[config.mk]
export PLATFORM = sky130hd
export DESIGN_NAME = rrs_responder
export DESIGN_NICKNAME = d
export VERILOG_FILES = /design/src/rtl/rrs_pkg.sv /design/src/rtl/rrs_responder.sv
export VERILOG_INCLUDE_DIRS = /design/src /design/src/rtl
export SDC_FILE = /design/constraint.sdc
export NUM_CORES = 1
export LEC_CHECK = 0
export BUFFER_PORTS_ARGS = -buffer_cell sky130_fd_sc_hd__buf_2
export CORE_MARGIN = 1.5
export CORE_UTILIZATION = 43
export CTS_BUF_LIST = sky130_fd_sc_hd__clkbuf_8
export DETAILED_ROUTE_END_ITERATION = 16
export PLACE_DENSITY_LB_ADDON = 0.3
export SLEW_MARGIN = 20
export SYNTH_ARGS = -nofsm -noshare
export SYNTH_HDL_FRONTEND = slang
export SYNTH_SLANG_ARGS = --single-unit
[constraint.sdc]
create_clock -name pclk -period 3.2 [get_ports pclk]
set_input_delay 0.48 -clock pclk [delete_from_list [all_inputs] [get_ports pclk]]
set_output_delay 0.48 -clock pclk [all_outputs]
set_load 0.02 [all_outputs]
[src/rtl/rrs_map.svh]
// Register offsets, field positions, message codes and counts of the responder
`ifndef RRS_MAP_SVH
`define RRS_MAP_SVH

`define RRS_OFF_CTRL 8'h00
`define RRS_OFF_DATE 8'h04
`define RRS_OFF_TIME 8'h08
`define RRS_OFF_EVENT 8'h0c
`define RRS_OFF_OPNUM 8'h10
`define RRS_OFF_STATUS 8'h14
`define RRS_OFF_RELAY 8'h18

`define RRS_CTRL_KIND_LSB 0
`define RRS_CTRL_KIND_MSB 1
`define RRS_CTRL_START_BIT 4
`define RRS_CTRL_EXISTS_BIT 8

`define RRS_STAT_BUSY_BIT 0
`define RRS_STAT_REFUSED_BIT 1
`define RRS_STAT_IDX_LSB 8
`define RRS_STAT_IDX_MSB 11

`define RRS_EVENT_NUM_LSB 0
`define RRS_EVENT_NUM_MSB 7
`define RRS_EVENT_VAL_LSB 16
`define RRS_EVENT_VAL_MSB 31

`define RRS_CODE_OPS_RECORD 8'h5c
`define RRS_CODE_NEXT_RECORD 8'h5d
`define RRS_CODE_BREAKER 8'h5e
`define RRS_MSGS_RECORD 8'h05
`define RRS_MSGS_BREAKER 8'h03
`define RRS_LAST_IDX_RECORD 4'he
`define RRS_LAST_IDX_BREAKER 4'h8

`define RRS_RESERVED_LO 8'hc8
`define RRS_RESERVED_HI 8'hd6

`endif

[src/rtl/rrs_pkg.sv]
// Types shared by the relay record and status responder
package rrs_pkg;

  typedef enum logic [1:0] {
    RRS_KIND_OPS_RECORD = 2'b00,
    RRS_KIND_NEXT_RECORD = 2'b01,
    RRS_KIND_BREAKER = 2'b10
  } rrs_kind_e;

  typedef enum logic [0:0] {
    RRS_ST_IDLE = 1'b0,
    RRS_ST_SEND = 1'b1
  } rrs_state_e;

  typedef logic [14:0][7:0] rrs_frame_t;

  typedef struct packed {
    rrs_state_e state;
    logic [3:0] idx;
    logic [3:0] last;
    rrs_frame_t frame;
    logic [7:0] tx_data;
    logic [31:0] prdata;
    rrs_kind_e kind;
    logic exists;
    logic [23:0] date;
    logic [31:0] stamp;
    logic [7:0] event_num;
    logic [15:0] event_val;
    logic [15:0] opnum;
    logic [7:0] relay_status;
    logic refused;
  } rrs_state_s;

endpackage

[src/rtl/rrs_responder.sv]
// Response framer for operations-record and breaker/I-O status messages, APB programmed
`include "rrs_map.svh"

module rrs_responder
  import rrs_pkg::*;
(
  input wire logic pclk,
  input wire logic presetn,
  input wire logic psel,
  input wire logic penable,
  input wire logic pwrite,
  input wire logic [7:0] paddr,
  input wire logic [31:0] pwdata,
  input wire logic [3:0] pstrb,
  output logic [31:0] prdata,
  output logic pready,
  output logic pslverr,
  input wire logic [7:0] contact_in_hi,
  input wire logic breaker_aux_a_contact,
  input wire logic breaker_aux_b_contact,
  input wire logic selector_aux_contact,
  input wire logic [4:0] contact_in_lo,
  input wire logic [7:0] self_test_hi,
  input wire logic [3:0] self_test_lo,
  input wire logic [1:0] output_hi,
  input wire logic trip_output,
  input wire logic close_output,
  input wire logic [5:0] output_lo,
  output logic [7:0] tx_data,
  output logic tx_valid,
  input wire logic tx_ready
);

  rrs_state_s r;
  rrs_state_s next_r;

  logic addr_ok;
  logic setup;
  logic wr_access;
  logic start_req;
  logic start_reserved;
  logic start_exists;
  rrs_kind_e start_kind;
  rrs_frame_t built;

  always_comb begin
    case (paddr)
      `RRS_OFF_CTRL, `RRS_OFF_DATE, `RRS_OFF_TIME, `RRS_OFF_EVENT,
      `RRS_OFF_OPNUM, `RRS_OFF_STATUS, `RRS_OFF_RELAY: addr_ok = 1'b1;
      default: addr_ok = 1'b0;
    endcase
  end

  assign setup = psel && !penable;
  assign wr_access = psel && penable && pwrite && addr_ok;
  assign start_req = wr_access && (paddr == `RRS_OFF_CTRL) && pstrb[0] &&
                     pwdata[`RRS_CTRL_START_BIT];
  assign start_kind = rrs_kind_e'(pwdata[`RRS_CTRL_KIND_MSB:`RRS_CTRL_KIND_LSB]);

  // Exists flag written with the start counts for this very response
  assign start_exists = pstrb[1] ? pwdata[`RRS_CTRL_EXISTS_BIT] : r.exists;

  // A logged event never carries a reserved code
  assign start_reserved = (start_kind != RRS_KIND_BREAKER) && start_exists &&
                          (r.event_num >= `RRS_RESERVED_LO) &&
                          (r.event_num <= `RRS_RESERVED_HI);

  // Whole response assembled at once, so later pin changes cannot tear it
  always_comb begin
    built = '0;
    built[0] = r.relay_status;
    if (start_kind == RRS_KIND_BREAKER) begin
      built[1] = `RRS_CODE_BREAKER;
      built[2] = `RRS_MSGS_BREAKER;
      built[3] = contact_in_hi;
      built[4] = {contact_in_lo, selector_aux_contact, breaker_aux_b_contact,
                  breaker_aux_a_contact};
      built[5] = self_test_hi;
      built[6] = {4'h0, self_test_lo};
      built[7] = {6'h00, output_hi};
      built[8] = {output_lo, close_output, trip_output};
    end else begin
      if (start_kind == RRS_KIND_NEXT_RECORD) begin
        built[1] = `RRS_CODE_NEXT_RECORD;
      end else begin
        built[1] = `RRS_CODE_OPS_RECORD;
      end
      built[2] = `RRS_MSGS_RECORD;
      if (start_exists) begin
        built[3] = r.date[23:16];
        built[4] = r.date[15:8];
        built[5] = r.date[7:0];
        built[6] = r.stamp[31:24];
        built[7] = r.stamp[23:16];
        built[8] = r.stamp[15:8];
        built[9] = r.stamp[7:0];
        built[10] = r.event_num;
        built[11] = r.event_val[15:8];
        built[12] = r.event_val[7:0];
        built[13] = r.opnum[15:8];
        built[14] = r.opnum[7:0];
      end
      // Missing entry leaves bytes 3 to 14 at zero
    end
  end

  always_comb begin
    next_r = r;

    // Registered read data, prepared in the setup phase
    if (setup) begin
      case (paddr)
        `RRS_OFF_CTRL: begin
          next_r.prdata = 32'h0000_0000;
          next_r.prdata[`RRS_CTRL_KIND_MSB:`RRS_CTRL_KIND_LSB] = r.kind;
          next_r.prdata[`RRS_CTRL_EXISTS_BIT] = r.exists;
        end
        `RRS_OFF_DATE: next_r.prdata = {8'h00, r.date};
        `RRS_OFF_TIME: next_r.prdata = r.stamp;
        `RRS_OFF_EVENT: next_r.prdata = {r.event_val, 8'h00, r.event_num};
        `RRS_OFF_OPNUM: next_r.prdata = {16'h0000, r.opnum};
        `RRS_OFF_STATUS: begin
          next_r.prdata = 32'h0000_0000;
          next_r.prdata[`RRS_STAT_BUSY_BIT] = (r.state == RRS_ST_SEND);
          next_r.prdata[`RRS_STAT_REFUSED_BIT] = r.refused;
          next_r.prdata[`RRS_STAT_IDX_MSB:`RRS_STAT_IDX_LSB] = r.idx;
        end
        `RRS_OFF_RELAY: next_r.prdata = {24'h00_0000, r.relay_status};
        default: next_r.prdata = 32'h0000_0000;
      endcase
    end

    if (wr_access) begin
      case (paddr)
        `RRS_OFF_CTRL: begin
          if (pstrb[0]) begin
            next_r.kind = start_kind;
          end
          if (pstrb[1]) begin
            next_r.exists = pwdata[`RRS_CTRL_EXISTS_BIT];
          end
        end
        `RRS_OFF_DATE: begin
          for (int b = 0; b < 3; b++) begin
            if (pstrb[b]) begin
              next_r.date[b*8 +: 8] = pwdata[b*8 +: 8];
            end
          end
        end
        `RRS_OFF_TIME: begin
          for (int b = 0; b < 4; b++) begin
            if (pstrb[b]) begin
              next_r.stamp[b*8 +: 8] = pwdata[b*8 +: 8];
            end
          end
        end
        `RRS_OFF_EVENT: begin
          if (pstrb[0]) begin
            next_r.event_num = pwdata[`RRS_EVENT_NUM_MSB:`RRS_EVENT_NUM_LSB];
          end
          if (pstrb[2]) begin
            next_r.event_val[7:0] = pwdata[23:16];
          end
          if (pstrb[3]) begin
            next_r.event_val[15:8] = pwdata[31:24];
          end
        end
        `RRS_OFF_OPNUM: begin
          if (pstrb[0]) begin
            next_r.opnum[7:0] = pwdata[7:0];
          end
          if (pstrb[1]) begin
            next_r.opnum[15:8] = pwdata[15:8];
          end
        end
        `RRS_OFF_STATUS: begin
          if (pstrb[0] && pwdata[`RRS_STAT_REFUSED_BIT]) begin
            next_r.refused = 1'b0;
          end
        end
        `RRS_OFF_RELAY: begin
          if (pstrb[0]) begin
            next_r.relay_status = pwdata[7:0];
          end
        end
        default: begin
        end
      endcase
    end

    case (r.state)
      RRS_ST_IDLE: begin
        if (start_req) begin
          if (start_reserved || (start_kind > RRS_KIND_BREAKER)) begin
            next_r.refused = 1'b1;
          end else begin
            next_r.frame = built;
            next_r.tx_data = built[0];
            next_r.idx = 4'h0;
            if (start_kind == RRS_KIND_BREAKER) begin
              next_r.last = `RRS_LAST_IDX_BREAKER;
            end else begin
              next_r.last = `RRS_LAST_IDX_RECORD;
            end
            next_r.state = RRS_ST_SEND;
          end
        end
      end
      RRS_ST_SEND: begin
        // Start while a response is going out is refused, flag set wins
        if (start_req) begin
          next_r.refused = 1'b1;
        end
        if (tx_ready) begin
          if (r.idx == r.last) begin
            next_r.state = RRS_ST_IDLE;
          end else begin
            next_r.idx = r.idx + 4'h1;
            next_r.tx_data = r.frame[r.idx + 4'h1];
          end
        end
      end
      default: next_r.state = RRS_ST_IDLE;
    endcase
  end

  always_ff @(posedge pclk or negedge presetn) begin
    if (!presetn) begin
      r <= '0;
    end else begin
      r <= next_r;
    end
  end

  assign prdata = r.prdata;
  assign pready = 1'b1;
  assign pslverr = psel && penable && !addr_ok;
  assign tx_data = r.tx_data;
  assign tx_valid = (r.state == RRS_ST_SEND);

endmodule

==> results.sh <==
export IMPL_status="finished clean"
export IMPL_final_common_cell="dfrtp_1"
export IMPL_crit_slowest_cell="ha_1"
export IMPL_cts_clk_slew_worst_paths_ps=70
export IMPL_rows=62
export IMPL_setup_viol=0
export IMPL_worstSetupStartpoint="r[273]"
export IMPL_insertion_delay_ps=550
export IMPL_setup_slack_ps=653
export IMPL_grt_pass1_vias=9271
export IMPL_root_buffer="clkbuf_8"
export IMPL_mostFrequentLayoutCells="261 x dfrtp_1, 237 x nand2_1, 128 x buf_2"
export IMPL_tritoncts="built"
export IMPL_drive_above_1_share_pct=30.9
export IMPL_first_pass_iters=8
export IMPL_place_ws_ps=418
export IMPL_synth_area_per_cell_sq_um=11.0
export IMPL_grt_util_all_layers_pct=24.5
export IMPL_synth_cell_types=54
export IMPL_portBuffers=129
export IMPL_nets=1299
export IMPL_routedWlPerCell_microns=22.2
export IMPL_min_path_cells=2
export IMPL_synth_top_flop_cell="dfrtp_1"
export IMPL_antenna_found_initial=0
export IMPL_min_delay_start="pwdata[24]"
export IMPL_synthesis_instances=1128
export IMPL_power_density_nw_per_um2=457
export IMPL_drt_iter0_markers=788
export IMPL_via_per_inst=5.67
export IMPL_worst_slew_pin_slew_ps=933
export IMPL_yosys_warnings=0
export IMPL_n_fill_cell=2683
export IMPL_final_antenna_net_count=0
export IMPL_dp_final_hpwl_mm=26.1
export IMPL_cts_buffer_depth=3
export IMPL_power_frac_clock_pct=43.4
export IMPL_hp_class="in2reg"
export IMPL_clkSinkCount=261
export IMPL_netlist_area_sq_um=12400
export IMPL_cp_required_ps=3600
export IMPL_drc=0
export IMPL_cp_top_family="adder cells"
export IMPL_die_w_microns=173
export IMPL_grt_max_degree=163
export IMPL_cp_end_kind="flop"
export IMPL_cts_setup_buffers=0
export IMPL_cts_buffers=41
export IMPL_vdd_ir_drop_max_uv=345
export IMPL_hold_violations=0
export IMPL_via_count=9200
export IMPL_async_reset_ff_share_pct=100
export IMPL_routed_wl_mm=36.0
export IMPL_netSwitchingFraction_pct=24.0
export IMPL_r2r_slack_ps=650
export IMPL_path_cells="ha_1, buf_12, buf_4, mux2_2, nand2_1, a311oi_1, nor4_1, a211oi_1"
export IMPL_hold_end="r[73]"
export IMPL_reg2reg_depth=8
export IMPL_rr_startpoint="r[273]"
export IMPL_p_seq_share_pct=51.8
export IMPL_period_share_pct=79.6
export IMPL_path_max_fanout=19
export IMPL_n_antenna_cell=0
export IMPL_relSlewSlack_pct=37.8
export IMPL_grt_pass1_wl_mm=55.5
export IMPL_maxCapViolCount=0
export IMPL_synth_edf_count=0
export IMPL_cp_arrival_ps=2950
export IMPL_h_tree_depth=2
export IMPL_fp_dieH_microns=173
export IMPL_syn_num_nets=1217
export IMPL_ys_ff_latch=261
export IMPL_core_area_sq_um=28500
export IMPL_tns_ps=0
export IMPL_path_class="reg2reg"
export IMPL_area_delta_synth_final_pct=13.0
export IMPL_start_util_pct=43.6
export IMPL_finalMaxSlewViolations=0
export IMPL_internal_power_uw=4880
export IMPL_power_switching_uw=1540
export IMPL_die_area_sq_um=29900
export IMPL_power_leakage_uw=0.00697
export IMPL_start_kind="flop"
export IMPL_fmax_mhz=393
export IMPL_skew_ps=9.19
export IMPL_critical_path_max_stage_delay_ps=580
export IMPL_synth_seq_area_share_pct=52.5
export IMPL_min_period_ps=2550
export IMPL_grt_overflow_total=0
export IMPL_worstReg2RegEnd="tx_data[0]"
export IMPL_io_pins=131
export IMPL_rsz0062_at_grt="no"
export IMPL_gp_congestion=0.877
export IMPL_crit_buf_inv=2
export IMPL_p_comb_share_pct=4.9
==> worst register-to-register path: cells and delay by family (launching register included) <==
kind	cells	cell delay, ps
AOI/OAI and AO/OA	2	200
and+or+nand+nor	2	430
muxes	1	340
DFF	1	440
adders and majority gates	1	580
buffers and inverters	2	420
==> routing by layer <==
| metal | routed length [microns] | part of all wire [%] | global-route usage (%) |
|---|---|---|---|
| met3 | 2480 | 6.9 | 5.54 |
| met2 | 16300 | 45 | 37.2 |
| met4 | 1640 | 4.6 | 11.6 |
| met5 | 0 | 0 | 0 |
| met1 | 15500 | 43 | 33.3 |
==> cell usage after synthesis, types with 4 or more instances <==
cell type / number / area [sq um]
dfrtp_1: 261 / 6530
nand2_1: 237 / 890
mux2_2: 119 / 1340
nand3_1: 78 / 390
o21ai_0: 68 / 340
a22oi_1: 63 / 473
clkbuf_1: 49 / 184
buf_4: 47 / 353
mux4_2: 25 / 563
a22o_1: 21 / 184
buf_2: 20 / 100
mux2_1: 16 / 180
nor2_1: 14 / 52.6
and3_1: 9 / 56.3
buf_1: 9 / 33.8
o31ai_1: 8 / 60.1
nor2b_1: 7 / 43.8
a222oi_1: 6 / 60.1
a21oi_1: 5 / 25.0
mux2i_1: 5 / 50.1
nor4_1: 5 / 31.3
a211oi_1: 4 / 30.0
a32o_1: 4 / 40.0
==> kinds of logic (layout without fill, tap and decap cells) <==
| family | Yosys count | in the layout | share of synthesized area (%) |
|---|---|---|---|
| buffers and inverters | 131 | 241 | 5.70 |
| other | 1 | 1 | 0.0302 |
| xor gates and xnor gates | 3 | 3 | 0.211 |
| muxes | 165 | 165 | 17.2 |
| DFF | 261 | 261 | 52.5 |
| AOI/OAI and AO/OA | 193 | 193 | 10.8 |
| and+or+nand+nor | 373 | 373 | 13.4 |
| adders and majority gates | 1 | 1 | 0.101 |
==> worst max path at each step <==
stage                      end  slack (ps)  depth (start not counted)
detailed placement       r[25]         420                          7
global route        tx_data[6]         510                          7
CTS                 tx_data[0]         660                          8
global placement         r[28]         450                          7
finish              tx_data[0]         650                          8
floorplan           tx_data[7]         780                          7
==> registers in the layout, indices dropped and copies added (netlist names) <==
signal	count
built	8
prdata	32
r	212
tx_data	8
tx_valid	1
==> per-stage QoR <==
stage               power (uW)  util, %  instances  area [sq um]  hold WS [ps]
floorplan                 3480        -       1128         12400           184
global placement          3700     46.4       1550         13200           447
detailed placement        3700     46.4       1550         13200           451
CTS                       6480     49.2       1622         14000           129
global route              6650     49.2       1622         14000           137
finish                    6420     49.2       1622         14000           157
==> power by group through the flow <==
| stage | combinational (uW) | clock [uW] | sequential, uW |
|---|---|---|---|
| after floorplan | 105 | 0 | 3380 |
| after global placement | 312 | 0 | 3380 |
| after detailed placement | 315 | 0 | 3380 |
| after CTS | 317 | 2840 | 3320 |
| after global routing | 342 | 2980 | 3320 |
| final | 313 | 2790 | 3330 |
==> timing repair <==
| item | in CTS | in global routing |
|---|---|---|
| hold buffers | 1 | 0 |
| endpoints found under the hold margin | 25 | 0 |
| gates resized for setup | 0 | 0 |
==> cell type report <==
type / count / area, sq um / share of cell area [%]
sequential: 261 / 6530 / 46.5
timing repair buffer: 167 / 1020 / 7.25
tap: 384 / 480 / 3.42
clock inverter: 22 / 128 / 0.908
multi-input combinational: 736 / 5210 / 37.1
inverter: 3 / 11.3 / 0.0801
clock buffer: 49 / 674 / 4.80
(Power assumes the default switching activity.)
